==> config.mk <==
export PLATFORM = sky130hd
export DESIGN_NAME = csbu_unit
export DESIGN_NICKNAME = d
export VERILOG_FILES = /design/src/hdl/csbu_flag_select.v /design/src/hdl/csbu_compare_sub.v /design/src/hdl/csbu_unit.v
export VERILOG_INCLUDE_DIRS = /design/src /design/src/hdl
export SDC_FILE = /design/constraint.sdc
export NUM_CORES = 1
export LEC_CHECK = 0
export BUFFER_PORTS_ARGS = -buffer_cell sky130_fd_sc_hd__clkbuf_2
export CELL_PAD_IN_SITES_DETAIL_PLACEMENT = 2
export CELL_PAD_IN_SITES_GLOBAL_PLACEMENT = 2
export CORE_ASPECT_RATIO = 1.75
export CORE_MARGIN = 2
export CORE_UTILIZATION = 32
export CTS_CLUSTER_SIZE = 8
export DETAILED_ROUTE_END_ITERATION = 16
export HOLD_SLACK_MARGIN = 0.02
export PLACE_DENSITY = 0.9
export SETUP_SLACK_MARGIN = 0.3
export SLEW_MARGIN = 10
export SYNTH_ARGS = -nofsm -noshare
export SYNTH_HDL_FRONTEND = slang
export SYNTH_SLANG_ARGS = --single-unit
==> constraint.sdc <==
create_clock -name sys_clk -period 2.5 [get_ports sys_clk]
set_clock_uncertainty 0.05 [all_clocks]
set_input_delay 0.25 -clock sys_clk [delete_from_list [all_inputs] [get_ports sys_clk]]
set_output_delay 0.25 -clock sys_clk [all_outputs]
set_load 0.02 [all_outputs]
==> src/hdl/csbu_defines.vh <==
// constants for the compare, skip and branch unit
`ifndef CSBU_DEFINES_VH
`define CSBU_DEFINES_VH
`define CSBU_OP_NONE 4'h0
`define CSBU_OP_CMPSKIP 4'h1
`define CSBU_OP_CMPI 4'h2
`define CSBU_OP_SKRC 4'h3
`define CSBU_OP_SKRS 4'h4
`define CSBU_OP_SKIC 4'h5
`define CSBU_OP_SKIS 4'h6
`define CSBU_OP_BRFS 4'h7
`define CSBU_OP_BRFC 4'h8
`define CSBU_OP_SIGGE 4'h9
`define CSBU_OP_SIGLT 4'hA
`define CSBU_FLAG_C 3'h0
`define CSBU_FLAG_Z 3'h1
`define CSBU_FLAG_N 3'h2
`define CSBU_FLAG_V 3'h3
`define CSBU_FLAG_S 3'h4
`define CSBU_FLAG_H 3'h5
`define CSBU_FLAG_T 3'h6
`define CSBU_FLAG_I 3'h7
`define CSBU_WAIT_NONE 2'h0
`define CSBU_WAIT_ONE 2'h1
`define CSBU_WAIT_TWO 2'h2
`define CSBU_SKIP_SHORT 2'h2
`define CSBU_SKIP_LONG 2'h3
`define CSBU_ST_IDLE 2'h0
`define CSBU_ST_WAIT 2'h1
`endif

==> src/hdl/csbu_flag_select.v <==
// picks one status bit by index and compares it with the wanted level
`timescale 1ns/10ps
module csbu_flag_select
#(
  parameter WIDTH = 8
)
(
  input wire [WIDTH-1:0] flags,
  input wire [2:0] index,
  input wire wantSet,
  output wire hit
);
  assign hit = (flags[index] == wantSet);
endmodule

==> src/hdl/csbu_compare_sub.v <==
// register minus operand with the five compare flags
`timescale 1ns/10ps
module csbu_compare_sub
(
  input wire [7:0] lhs,
  input wire [7:0] rhs,
  output wire [7:0] diff,
  output wire carry,
  output wire half,
  output wire overflow,
  output wire zero,
  output wire negative
);
  wire [8:0] full;
  wire [4:0] low;
  assign full = {1'b0, lhs} - {1'b0, rhs};
  assign low = {1'b0, lhs[3:0]} - {1'b0, rhs[3:0]};
  assign diff = full[7:0];
  assign carry = full[8];
  assign half = low[4];
  assign overflow = (lhs[7] & ~rhs[7] & ~diff[7]) | (~lhs[7] & rhs[7] & diff[7]);
  assign zero = (diff == 8'h00);
  assign negative = diff[7];
endmodule

==> src/hdl/csbu_unit.v <==
// compare, skip and branch control of the 8-bit core
// Function
// - compare_skip_equal skips next instruction when two registers match, no flags
// - compare_with_immediate subtracts constant, updates Z N V C H S, one cycle
// - skip_reg_bit_clear skips next instruction when register bit is zero
// - skip_reg_bit_set skips next instruction when register bit is one
// - skip_io_bit_clear skips when I/O bit is zero, flags kept
// - skip_io_bit_set skips when I/O bit is one, flags kept
// - branch_flag_set jumps to pc plus offset plus one when indexed bit set
// - branch_flag_clear jumps to pc plus offset plus one when indexed bit clear
// - carry clear and carry set branches test carry, one or two cycles
// - same_or_higher branches on carry zero, lower on carry one
// - signed_ge branches when negative xor overflow is zero
// - signed_lt branches when negative xor overflow is one
// - halfcarry_set branches when half carry is one
// - halfcarry_clear branches when half carry is zero
// - transfer_set branches when transfer bit is one
// - transfer_clear branches when transfer bit is zero
// - overflow_set branches when overflow is one
// - overflow_clear branches when overflow is zero
`timescale 1ns/10ps
`include "csbu_defines.vh"
module csbu_unit
#(
  parameter PC_WIDTH = 12
)
(
  input wire sys_clk,
  input wire reset_n,
  input wire clkEn,
  input wire opValid,
  input wire [3:0] opCode,
  input wire [7:0] regA,
  input wire [7:0] regB,
  input wire [7:0] immValue,
  input wire [7:0] ioValue,
  input wire [2:0] bitIndex,
  input wire [6:0] branchOffset,
  input wire nextIsTwoWord,
  input wire [PC_WIDTH-1:0] pcIn,
  input wire [7:0] statusIn,
  output reg busy,
  output reg pcLoad,
  output reg [PC_WIDTH-1:0] pcNext,
  output reg flagsLoad,
  output reg [7:0] statusOut,
  output reg done
);
  wire [7:0] diff;
  wire subC;
  wire subH;
  wire subV;
  wire subZ;
  wire subN;
  wire flagHit;
  wire signedLess;
  wire [PC_WIDTH-1:0] offsetExt;
  reg [1:0] state;
  reg [1:0] waitCount;
  reg [1:0] next_waitCount;
  reg next_pcLoad;
  reg [PC_WIDTH-1:0] next_pcNext;
  reg next_flagsLoad;
  reg [7:0] next_statusOut;
  reg skipHit;
  reg selSet;
  wire regBit;
  wire ioBit;
  wire carryFlag;
  wire zeroFlag;
  wire negFlag;
  wire ovfFlag;
  wire signFlag;
  wire halfFlag;
  wire xferFlag;
  wire intFlag;
  wire [7:0] flagVector;
  wire [1:0] skipStep;
  wire [PC_WIDTH-1:0] stepTarget;
  wire [PC_WIDTH-1:0] skipTarget;
  wire [PC_WIDTH-1:0] branchTarget;
  wire opKnown;
  wire issue;
  wire needWait;

  csbu_compare_sub compareSub
  (
    .lhs(regA),
    .rhs(immValue),
    .diff(diff),
    .carry(subC),
    .half(subH),
    .overflow(subV),
    .zero(subZ),
    .negative(subN)
  );

  csbu_flag_select #(.WIDTH(8)) flagSelect
  (
    .flags(flagVector),
    .index(bitIndex),
    .wantSet(selSet),
    .hit(flagHit)
  );

  csbu_flag_select #(.WIDTH(8)) regBitSelect
  (
    .flags(regA),
    .index(bitIndex),
    .wantSet(1'b1),
    .hit(regBit)
  );

  csbu_flag_select #(.WIDTH(8)) ioBitSelect
  (
    .flags(ioValue),
    .index(bitIndex),
    .wantSet(1'b1),
    .hit(ioBit)
  );

  // status bits split out for the named branches
  // carry clear and carry set
  assign carryFlag = statusIn[`CSBU_FLAG_C];
  assign zeroFlag = statusIn[`CSBU_FLAG_Z];
  assign negFlag = statusIn[`CSBU_FLAG_N];
  assign ovfFlag = statusIn[`CSBU_FLAG_V];
  assign signFlag = statusIn[`CSBU_FLAG_S];
  assign halfFlag = statusIn[`CSBU_FLAG_H];
  assign xferFlag = statusIn[`CSBU_FLAG_T];
  // interrupt flag, reached by index only
  assign intFlag = statusIn[`CSBU_FLAG_I];
  assign flagVector = {intFlag, xferFlag, halfFlag, signFlag,
    ovfFlag, negFlag, zeroFlag, carryFlag};
  assign signedLess = negFlag ^ ovfFlag;
  assign offsetExt = {{(PC_WIDTH-7){branchOffset[6]}}, branchOffset};

  // fall-through, skip and branch addresses
  assign skipStep = nextIsTwoWord ? `CSBU_SKIP_LONG : `CSBU_SKIP_SHORT;
  assign stepTarget = pcIn + {{(PC_WIDTH-1){1'b0}}, 1'b1};
  assign skipTarget = pcIn + {{(PC_WIDTH-2){1'b0}}, skipStep};
  assign branchTarget = stepTarget + offsetExt;
  // only decoded opcodes start an instruction
  assign opKnown = next_pcLoad | next_flagsLoad;
  assign issue = opValid & opKnown;
  assign needWait = (next_waitCount != `CSBU_WAIT_NONE);

  // skip condition per opcode
  always @*
  begin
    skipHit = 1'b0;
    case (opCode)
      `CSBU_OP_CMPSKIP: skipHit = (regA == regB);
      `CSBU_OP_SKRC: skipHit = ~regBit;
      `CSBU_OP_SKRS: skipHit = regBit;
      `CSBU_OP_SKIC: skipHit = ~ioBit;
      `CSBU_OP_SKIS: skipHit = ioBit;
      default: skipHit = 1'b0;
    endcase
  end

  always @*
  begin
    selSet = (opCode == `CSBU_OP_BRFS);
    next_pcLoad = 1'b0;
    next_pcNext = stepTarget;
    next_flagsLoad = 1'b0;
    next_statusOut = statusIn;
    next_waitCount = `CSBU_WAIT_NONE;
    case (opCode)
      `CSBU_OP_CMPSKIP, `CSBU_OP_SKRC, `CSBU_OP_SKRS, `CSBU_OP_SKIC, `CSBU_OP_SKIS:
      begin
        next_pcLoad = 1'b1;
        if (skipHit)
        begin
          next_pcNext = skipTarget;
          next_waitCount = nextIsTwoWord ? `CSBU_WAIT_TWO : `CSBU_WAIT_ONE;
        end
      end
      `CSBU_OP_CMPI:
      begin
        next_pcLoad = 1'b1;
        next_flagsLoad = 1'b1;
        next_statusOut[`CSBU_FLAG_C] = subC;
        next_statusOut[`CSBU_FLAG_Z] = subZ;
        next_statusOut[`CSBU_FLAG_N] = subN;
        next_statusOut[`CSBU_FLAG_V] = subV;
        next_statusOut[`CSBU_FLAG_H] = subH;
        next_statusOut[`CSBU_FLAG_S] = subN ^ subV;
      end
      `CSBU_OP_BRFS, `CSBU_OP_BRFC:
      begin
        next_pcLoad = 1'b1;
        if (flagHit)
        begin
          next_pcNext = branchTarget;
          next_waitCount = `CSBU_WAIT_ONE;
        end
      end
      `CSBU_OP_SIGGE:
      begin
        next_pcLoad = 1'b1;
        if (!signedLess)
        begin
          next_pcNext = branchTarget;
          next_waitCount = `CSBU_WAIT_ONE;
        end
      end
      `CSBU_OP_SIGLT:
      begin
        next_pcLoad = 1'b1;
        if (signedLess)
        begin
          next_pcNext = branchTarget;
          next_waitCount = `CSBU_WAIT_ONE;
        end
      end
      default:
      begin
        next_pcLoad = 1'b0;
      end
    endcase
  end

  // issue, then hold busy for the extra cycles
  always @(posedge sys_clk or negedge reset_n)
  begin
    if (!reset_n)
    begin
      state <= `CSBU_ST_IDLE;
      waitCount <= 2'h0;
      busy <= 1'b0;
      pcLoad <= 1'b0;
      pcNext <= {PC_WIDTH{1'b0}};
      flagsLoad <= 1'b0;
      statusOut <= 8'h00;
      done <= 1'b0;
    end
    else if (clkEn)
    begin
      pcLoad <= 1'b0;
      flagsLoad <= 1'b0;
      done <= 1'b0;
      case (state)
        `CSBU_ST_IDLE:
        begin
          if (issue)
          begin
            pcLoad <= next_pcLoad;
            pcNext <= next_pcNext;
            flagsLoad <= next_flagsLoad;
            statusOut <= next_statusOut;
            if (needWait)
            begin
              waitCount <= next_waitCount;
              busy <= 1'b1;
              state <= `CSBU_ST_WAIT;
            end
            else
            begin
              done <= 1'b1;
            end
          end
        end
        `CSBU_ST_WAIT:
        begin
          waitCount <= waitCount - 2'h1;
          if (waitCount == `CSBU_WAIT_ONE)
          begin
            busy <= 1'b0;
            done <= 1'b1;
            state <= `CSBU_ST_IDLE;
          end
        end
        default:
        begin
          state <= `CSBU_ST_IDLE;
        end
      endcase
    end
  end
endmodule

== Yosys cells after proc, flatten, opt, wreduce, memory -nomap -nowiden ==
Index checks and enable logic that the tools add are counted.
Operators by class
  reduce and logical (&&, ||, !) cells: 11
  bitwise logic cells: 14
  magnitude comparators: 1
  equal/unequal tests: 17
  muxes and demuxes: 41
  $add $sub $neg: 6
Operators by type and width (number)
  12-bit 2-to-1 mux: 4
  12-bit case mux with 4 select lines: 1
  1-bit 2-to-1 mux: 19
  4-bit by 3-bit == test with 1-bit output (second input constant): 4
  2-bit 2-to-1 mux: 7
  12-bit by 1-bit adder with 12-bit output (second input constant): 1
  12-bit adder: 1
  12-bit by 2-bit adder with 12-bit output: 1
  4-bit == test (second input constant): 3
  10-bit OR reduction: 1
  1-bit binary-select mux with 3-bit select: 3
  8-bit by 8-bit subtractor with 9-bit output: 1
  4-bit by 2-bit == test with 1-bit output (second input constant): 2
  8-bit == test: 1
  8-bit logical NOT: 1
  2-bit case mux with 2 select lines: 2
  2-bit case mux with 4 select lines: 1
  4-bit AND reduction: 2
  6-bit 2-to-1 mux: 1
  2-bit != test (second input constant): 3
  1-bit bitwise AND: 5
  1-bit NOT: 5
  1-bit case mux with 5 select lines: 1
  5-bit AND reduction: 1
  other kinds (14): 19
Storage, ports and cells
  input port bits: 71
  word-level logic and storage cells: 98
  output and inout bits: 24
  bits in registers: 28

== Longest topological paths before layout ==
Gate-level depths: netlist of run 1.
  depth after elaboration: 10
  mapped depth: 14
  depth with buffers taken out: 14

== By module ==
A second synthesis of run 1 with hierarchy kept.
Second synthesis, totals
  cells, all modules: 396
  area total of the unflattened synthesis: 3223.1 um^2
Modules (own cells, without submodules)
  csbu_unit: times used 1, cells each 315, area each 2544.9 um^2, sequential area each 650.6 um^2
  csbu_compare_sub: times used 1, cells each 60, area each 449.2 um^2, sequential area each 0.0 um^2
  csbu_flag_select: times used 3, cells each 7, area each 76.3 um^2, sequential area each 0.0 um^2

== Least setup slack after synthesis of run 1 ==
Ideal clock, no wire load.
  path type: input to register
  start point: input port pcIn[2]
  end point: register pcNext[11]
  stages on the path: 14
  library setup time: 0.128 ns
  arrival time: 2.662 ns
  buffers on the path: 1
  data required time: 2.322 ns
  path slack: -0.340 ns
  cell sequence: clkbuf_1 > nand2_1 > nor3_1 > nand2_1 > xnor2_1 > ha_1 > nand2_1 > o21ai_0 > a31o_2 > a21oi_1 > o21ai_0 > xnor2_1 > a21oi_1 > a21oi_1
On the way
  cells in the longest elaborated chain, start to end: 4
  elaborated cells between the ends (all ways): 8
  classes of those cells: add/sub: 3; mux: 5
Ends and longest elaborated chain
  from (decl): line csbu_unit.v:40  | input wire [PC_WIDTH-1:0] pcIn,
  12-bit by 1-bit adder with 12-bit output: line csbu_unit.v:140  | assign stepTarget = pcIn + {{(PC_WIDTH-1){1'b0}}, 1'b1};
  12-bit adder: line csbu_unit.v:142  | assign branchTarget = stepTarget + offsetExt;
  12-bit 2-to-1 mux (on tied branches): line csbu_unit.v:212, csbu_unit.v:194, csbu_unit.v:203
  12-bit case mux with 4 select lines *: line csbu_unit.v:170  | case (opCode)
  to (signal assigned): line csbu_unit.v:234  | pcNext <= {PC_WIDTH{1'b0}};
  to (signal assigned): line csbu_unit.v:250  | pcNext <= next_pcNext;
  to (decl): line csbu_unit.v:44  | output reg [PC_WIDTH-1:0] pcNext,
Mark *: on every way between the ends. The rest lies on a longest branch, timed or not.
A chain may end at the register's enable or synchronous reset.

== Final worst setup path of run 1 ==
  start point: input port pcIn[1]
  end point: register pcNext[10]
Same word-level chain as after synthesis.

==> impl_metrics.py, run 1 <==
metrics = {
    "run_status": {
        "status": "complete, but fails checks",
        "failed_checks": "negative setup slack",
    },
    "synthesis": {
        "synth_cell_types": 56,
        "ys.flop_type": "dfrtp_1",
        "synth_edf_count": 0,
        "syn-num-nets": 468,
        "syn_area_per_cell_sq_um": 8.21,
        "ys_ff_latch": 26,
        "synth_top_area_share_pct": 21.5,
        "yosysTopAreaCell": "dfrtp_1",
        "postSynthCellCount": 368,
        "yosysSeqAreaShare_pct": 21.5,
        "synth_area_sq_um": 3020,
        "yosys-top-cells-area": "dfrtp_1, ha_1, xnor2_1, nor2_1, nand2_1",
        "yosysWarningCount": 0,
        "ys_async_sr_fraction_pct": 100,
    },
    "drt": {
        "drt-wirelength-per-cell_microns": 33.4,
        "drt_iter0_drc": 254,
        "drt_wl_total_microns": 22400,
        "first_pass_iters": 5,
        "vias": 4089,
        "ant_nets": 0,
        "route.detailed.drc": 0,
        "vias_per_cell": 6.10,
    },
    "setup_path": {
        "crit_chain": "clkbuf_8, buf_6, nand4_1, nor2_4, xor2_4, buf_4, ha_1, nand2_1, o21ai_2, o21ai_2, buf_6, o21ai_1, xor2_1, a22oi_1, o21ai_1",
        "cp_max_fo": 5,
        "crit_path_end_kind": "flop",
        "crit_type": "in -> reg",
        "slowest_stage": "ha_1",
        "startpoint_type": "primary input",
        "arrival_ns": 2.98,
        "crit_required_ns": 2.62,
        "max_stage_delay_ns": 0.30,
    },
    "sta": {
        "clock.fmax_mhz": 350,
        "fin_tns_setup_ns": -2.89,
        "tightest_slew_ns": 0.982,
        "final_hold_viol_count": 0,
        "fin_crit_sh_pct": 114,
        "maxSlewViolCount": 0,
        "setup_viol": 18,
        "slew_headroom_pct": 33.9,
        "rsz0062_at_grt": "true",
        "fin_ws_ns": -0.355,
        "layout_min_cycle_time_ns": 2.85,
    },
    "power_and_ir_drop": {
        "powerDensity_nw_per_um2": 654,
        "peakVddDrop_mv": 0.438,
        "power_mw": 3.26,
        "p_int_mw": 1.68,
        "p_comb_share_pct": 59.4,
        "p_seq_share_pct": 24.8,
        "p_leak_nw": 2.34,
        "p_sw_mw": 1.58,
        "clkPwrFrac_pct": 15.8,
        "swShare_pct": 48.5,
    },
    "finish": {
        "n_fill_cell": 976,
        "drive_gt1_share_pct": 50.0,
        "postLayoutCellArea_sq_um": 4990,
        "instances_no_fill": 670,
        "nets": 649,
        "final_common_cell": "clkbuf_2",
        "antenna_cells": 0,
        "syn_to_final_growth_pct": 64.9,
        "layout_common_cells": "clkbuf_2, buf_4, nor2_1, nand2_1, xnor2_1",
    },
    "die": {
        "core_sq_um": 9350,
        "die_h_microns": 133,
        "pin_count": 95,
        "dieArea_sq_um": 10300,
        "die_x_microns": 77.5,
        "row_count": 47,
        "start_util_pct": 32.3,
    },
    "clocking": {
        "clk_pin_slew_ns": 0.08,
        "cts_root_buffer": "clkbuf_16",
        "clock-sinks": 26,
        "clk_latency_ns": 0.29,
        "cts_buffers": 3,
        "max-clock-path-buffers": 2,
        "cts_tree": "built",
        "cts_max_level": 1,
    },
    "grt": {
        "grt-ovfl-total": 0,
        "track_usage_pct": 37.6,
        "grt_pass1_wl_microns": 28400,
        "antenna_found_initial": 0,
        "grt_max_degree": 27,
        "grt_pass1_vias": 4619,
    },
    "place": {
        "dp_cells": 636,
        "dp_worst_setup_slack_ns": -0.580,
        "hpwl_microns": 12300,
        "dpl_cell_area_sq_um": 4190,
        "port_buffers": 94,
        "gp_congestion": 0.884,
    },
    "run": {
        "drv_cap": 0,
    },
    "min_path": {
        "hold_path_class": "in -> reg",
    },
}
[synthesized netlist by cell type (6+ instances only)]
cell type / instances
o21ai_0: 24
xor2_1: 8
nand3_1: 6
nand2_1: 39
a21oi_1: 21
inv_1: 23
o21ai_1: 9
dfrtp_1: 26
nor2_1: 40
nor2b_1: 7
ha_1: 26
xnor2_1: 31
nor3_1: 9
clkbuf_1: 9
mux2i_1: 7
[per-layer routing]
metal / GRT usage [%] / up-vias / routed length [microns]
met2: 72.0 / 247 / 11700
li1: - / 1663 / -
met3: 3.55 / 145 / 1150
met5: 0 / - / 0
met4: 32.0 / 0 / 2640
met1: 33.9 / 2034 / 6950
[per-stage QoR]
| stage | hold slack [ns] | util, % |
|---|---|---|
| 2_1_floorplan | -0.0956 | - |
| 3_3_place_gp | 0.273 | 44.8 |
| 3_5_place_dp | 0.292 | 44.8 |
| 4_1_cts | 0.218 | 52.2 |
| 5_1_grt | 0.271 | 53.3 |
| 6_report | 0.266 | 53.3 |
[worst max-delay path: cells and delay by family]
family	cells	cell delay [ns]
AND/OR/NAND/NOR	3	0.49
adder cells (fa/ha/maj)	1	0.30
AO/OA/AOI/OAI	5	0.96
XOR/XNOR	2	0.38
buffers and inverters	4	0.59
[worst paths after layout]
path                           start            to  slack, ns  cells after the start
max in group asynchronous    reset_n     pcNext[4]       1.36                      2
min                            clkEn          done       0.27                      2
min in group asynchronous    reset_n  statusOut[1]       0.54                      2
min reg2reg                pcNext[5]     pcNext[5]       0.46                      2
max reg2reg                     busy  statusOut[1]       0.50                      5
max                          pcIn[1]    pcNext[10]      -0.35                     15
[cells by family (layout without fill, tap and decap cells)]
group / Yosys count / in the layout / synth area share (%)
simple gates: 122 / 123 / 18.3
compound gates: 95 / 95 / 20.9
buf+inv: 40 / 219 / 6.29
xor+xnor: 39 / 39 / 11.3
fa+ha+maj: 29 / 29 / 12.7
flops: 26 / 26 / 21.5
mux: 17 / 17 / 8.90
[area by class of cell]
class	instances	area [sq um]	area share, %
clock buffers	3	75.1	1.51
clock inverters	1	30.0	0.602
inverters	23	98.8	1.98
multi-input cells	303	2630	52.7
flip-flops and latches	26	651	13.0
well taps	122	153	3.06
repair buffers	192	1350	27.1
[timing repair]
item | 4_1_cts | 5_1_grt
cloned | 3 | 0
endpoints found under the setup margin | 20 | 25
buffers inserted | 22 | 4
resized for setup | 72 | 20
pin swaps | 35 | 7
hold buffers | 1 | 0
hold endpoints to repair | 26 | 0
[registers in the layout, indices dropped and copies added, names as in the netlist]
| signal | cells |
|---|---|
| pcNext | 12 |
| flagsLoad | 1 |
| busy | 1 |
| pcLoad | 1 |
| waitCount | 2 |
| statusOut | 8 |
| done | 1 |
[power by group through the flow]
stage	sequential, mW	combinational (mW)	clock, mW
floorplan	0.922	0.675	0
global placement	0.751	1.39	0
detailed placement	0.774	1.50	0
CTS	0.768	1.69	0.502
global route	0.816	2.02	0.534
finish	0.809	1.94	0.515
Power figures use the tool's default switching activity.
==> run 2, diff against run 1 <==
Settings changed: CELL_PAD_IN_SITES_DETAIL_PLACEMENT 2 to not set, CELL_PAD_IN_SITES_GLOBAL_PLACEMENT 2 to not set, CORE_UTILIZATION 32 to 50, PLACE_DENSITY 0.9 to 0.81.
==> run 2 against run 1 <==
  * Worst hold slack got worse by 0.050 ns
  * Cell count is 9.9% lower
  * First-iteration DRC count down 3.9%
  * Core utilization up 28 points
  * Worst setup slack better by 0.37 ns
  * The run now ends clean
  * Combinational power decreased by 13%
  * Clock power is 47% lower
  * Routed wire length fell by 49%
  * Clock-buffer cell count rose by 1
  * Sequential power down 7.2%
==> impl_metrics.py, run 2 (same netlist as run 1, synthesis figures left out) <==
metrics = {
    "grt": {
        "grt_pass1_wl_microns": 15400,
        "grt_max_degree": 27,
        "antenna_found_initial": 0,
        "grt-ovfl-total": 0,
        "grt_pass1_vias": 3370,
        "track_usage_pct": 29.2,
    },
    "place": {
        "port_buffers": 94,
        "hpwl_microns": 7880,
        "dp_worst_setup_slack_ns": -0.360,
        "gp_congestion": 0.996,
        "dpl_cell_area_sq_um": 4100,
    },
    "clocking": {
        "clk_pin_slew_ns": 0.09,
        "cts_root_buffer": "clkbuf_8",
        "clk_latency_ns": 0.27,
        "clock-sinks": 26,
        "max-clock-path-buffers": 2,
        "cts_buffers": 3,
        "cts_tree": "built",
        "cts_max_level": 1,
    },
    "drt": {
        "vias": 3512,
        "drt_iter0_drc": 244,
        "route.detailed.drc": 0,
        "first_pass_iters": 5,
        "drt-wirelength-per-cell_microns": 18.9,
        "vias_per_cell": 5.81,
        "drt_wl_total_microns": 11400,
        "ant_nets": 0,
    },
    "setup_path": {
        "startpoint_type": "primary input",
        "crit_type": "in -> reg",
        "r2r-start": "busy",
        "cp_max_fo": 3,
        "reg2reg_depth": 5,
        "arrival_ns": 2.63,
        "crit_path_end_kind": "flop",
        "r2r_slack_ns": 0.62,
        "startpoint": "immValue[1]",
        "crit_required_ns": 2.65,
        "rr_endpoint": "pcNext[9]",
    },
    "power_and_ir_drop": {
        "power_mw": 2.70,
        "powerDensity_nw_per_um2": 566,
        "p_leak_nw": 2.23,
        "peakVddDrop_mv": 0.524,
    },
    "sta": {
        "rsz0062_at_grt": "true",
        "maxSlewViolCount": 0,
        "fin_ws_ns": 0.0113,
        "setup_viol": 0,
        "final_hold_viol_count": 0,
        "layout_min_cycle_time_ns": 2.49,
        "clock.fmax_mhz": 402,
        "slew_headroom_pct": 56.9,
        "fin_tns_setup_ns": 0,
        "tightest_slew_ns": 0.646,
        "fin_crit_sh_pct": 99.5,
    },
    "die": {
        "dieArea_sq_um": 6710,
        "start_util_pct": 51.4,
        "die_h_microns": 107,
        "pin_count": 95,
        "core_sq_um": 5880,
        "row_count": 37,
        "die_x_microns": 62.8,
    },
    "min_path": {
        "min_to": "flagsLoad",
        "hp-start": "opValid",
        "hold_path_class": "in -> reg",
        "min_path_cells": 3,
    },
    "finish": {
        "largest_reg_flops": 12,
        "largest_register": "pcNext",
        "antenna_cells": 0,
        "layout_common_cells": "clkbuf_2, buf_4, nand2_1, nor2_1, xnor2_1",
        "final_common_cell": "clkbuf_2",
        "utilization_pct": 81.3,
        "syn_to_final_growth_pct": 58.1,
        "postLayoutCellArea_sq_um": 4780,
        "reg_top3": "pcNext: 12 flops, statusOut: 8 flops, waitCount: 2 flops",
        "nets": 627,
        "drive_gt1_share_pct": 48.9,
    },
    "run_status": {
        "status": "finished clean",
    },
    "run": {
        "drv_cap": 0,
    },
}
[run 2: cell types whose count changed in the layout (fill, tap and decap cells not counted), moves of 3 or more]
cell,delta
buf_4,-21
buf_8,+3
clkbuf_16,-3
ha_1,+3
nor2_1,-6
nor2_4,+5
[run 2: layout make-up]
type / count / area [sq um]
Timing Repair Buffer: 171 / 1170
Tap cell: 78 / 97.6
Sequential cell: 26 / 651
Inverter: 23 / 98.8
Clock buffer: 4 / 55.1
Multi-Input combinational cell: 302 / 2700
Fill cell: 370 / 1100
[run 2: how the worst max path moves through the flow]
stage	to	slack [ns]	depth (start not counted)
floorplan	statusOut[3]	0.01	14
global placement	statusOut[3]	-0.33	15
detailed placement	statusOut[3]	-0.36	15
CTS	statusOut[3]	0.07	15
global route	pcNext[10]	-0.13	14
finish	statusOut[1]	0.01	14
[run 2: routing by layer]
layer | share of wire [%] | track usage, %
met3 | 5.1 | 3.78
met1 | 32 | 26.9
met4 | 7.1 | 13.7
met2 | 55 | 60.6
met5 | 0 | 0
[run 2: stage by stage]
step,hold WS [ns],cells
6_report,0.216,604
4_1_cts,0.212,599
3_3_place_gp,0.237,590
2_1_floorplan,-0.0956,368
5_1_grt,0.216,604
3_5_place_dp,0.245,590
[run 2: power by group]
group          internal, mW  switching (mW)
Sequential            0.607           0.144
Combinational         0.738           0.944
Clock                 0.141           0.130
Total                  1.49            1.22
[run 2: timing repair]
item / CTS / global route
endpoints found under the hold margin: 26 / 0
gates resized for setup: 53 / 57
pin swaps: 23 / 32
gates cloned: 1 / 0
setup buffers: 3 / 5
endpoints found under the setup margin: 21 / 21
hold buffers: 1 / 0
[run 2: worst max-delay path: stages]
cell,delay [ns]
clkbuf_16,0.12
inv_12,0.03
ha_4,0.22
nor2b_4,0.12
o21ai_2,0.16
a21boi_2,0.08
o21ai_1,0.13
nand2b_1,0.08
a21o_1,0.16
a21o_1,0.16
fa_1,0.48
nor4_1,0.27
o2111ai_1,0.18
a21oi_1,0.19
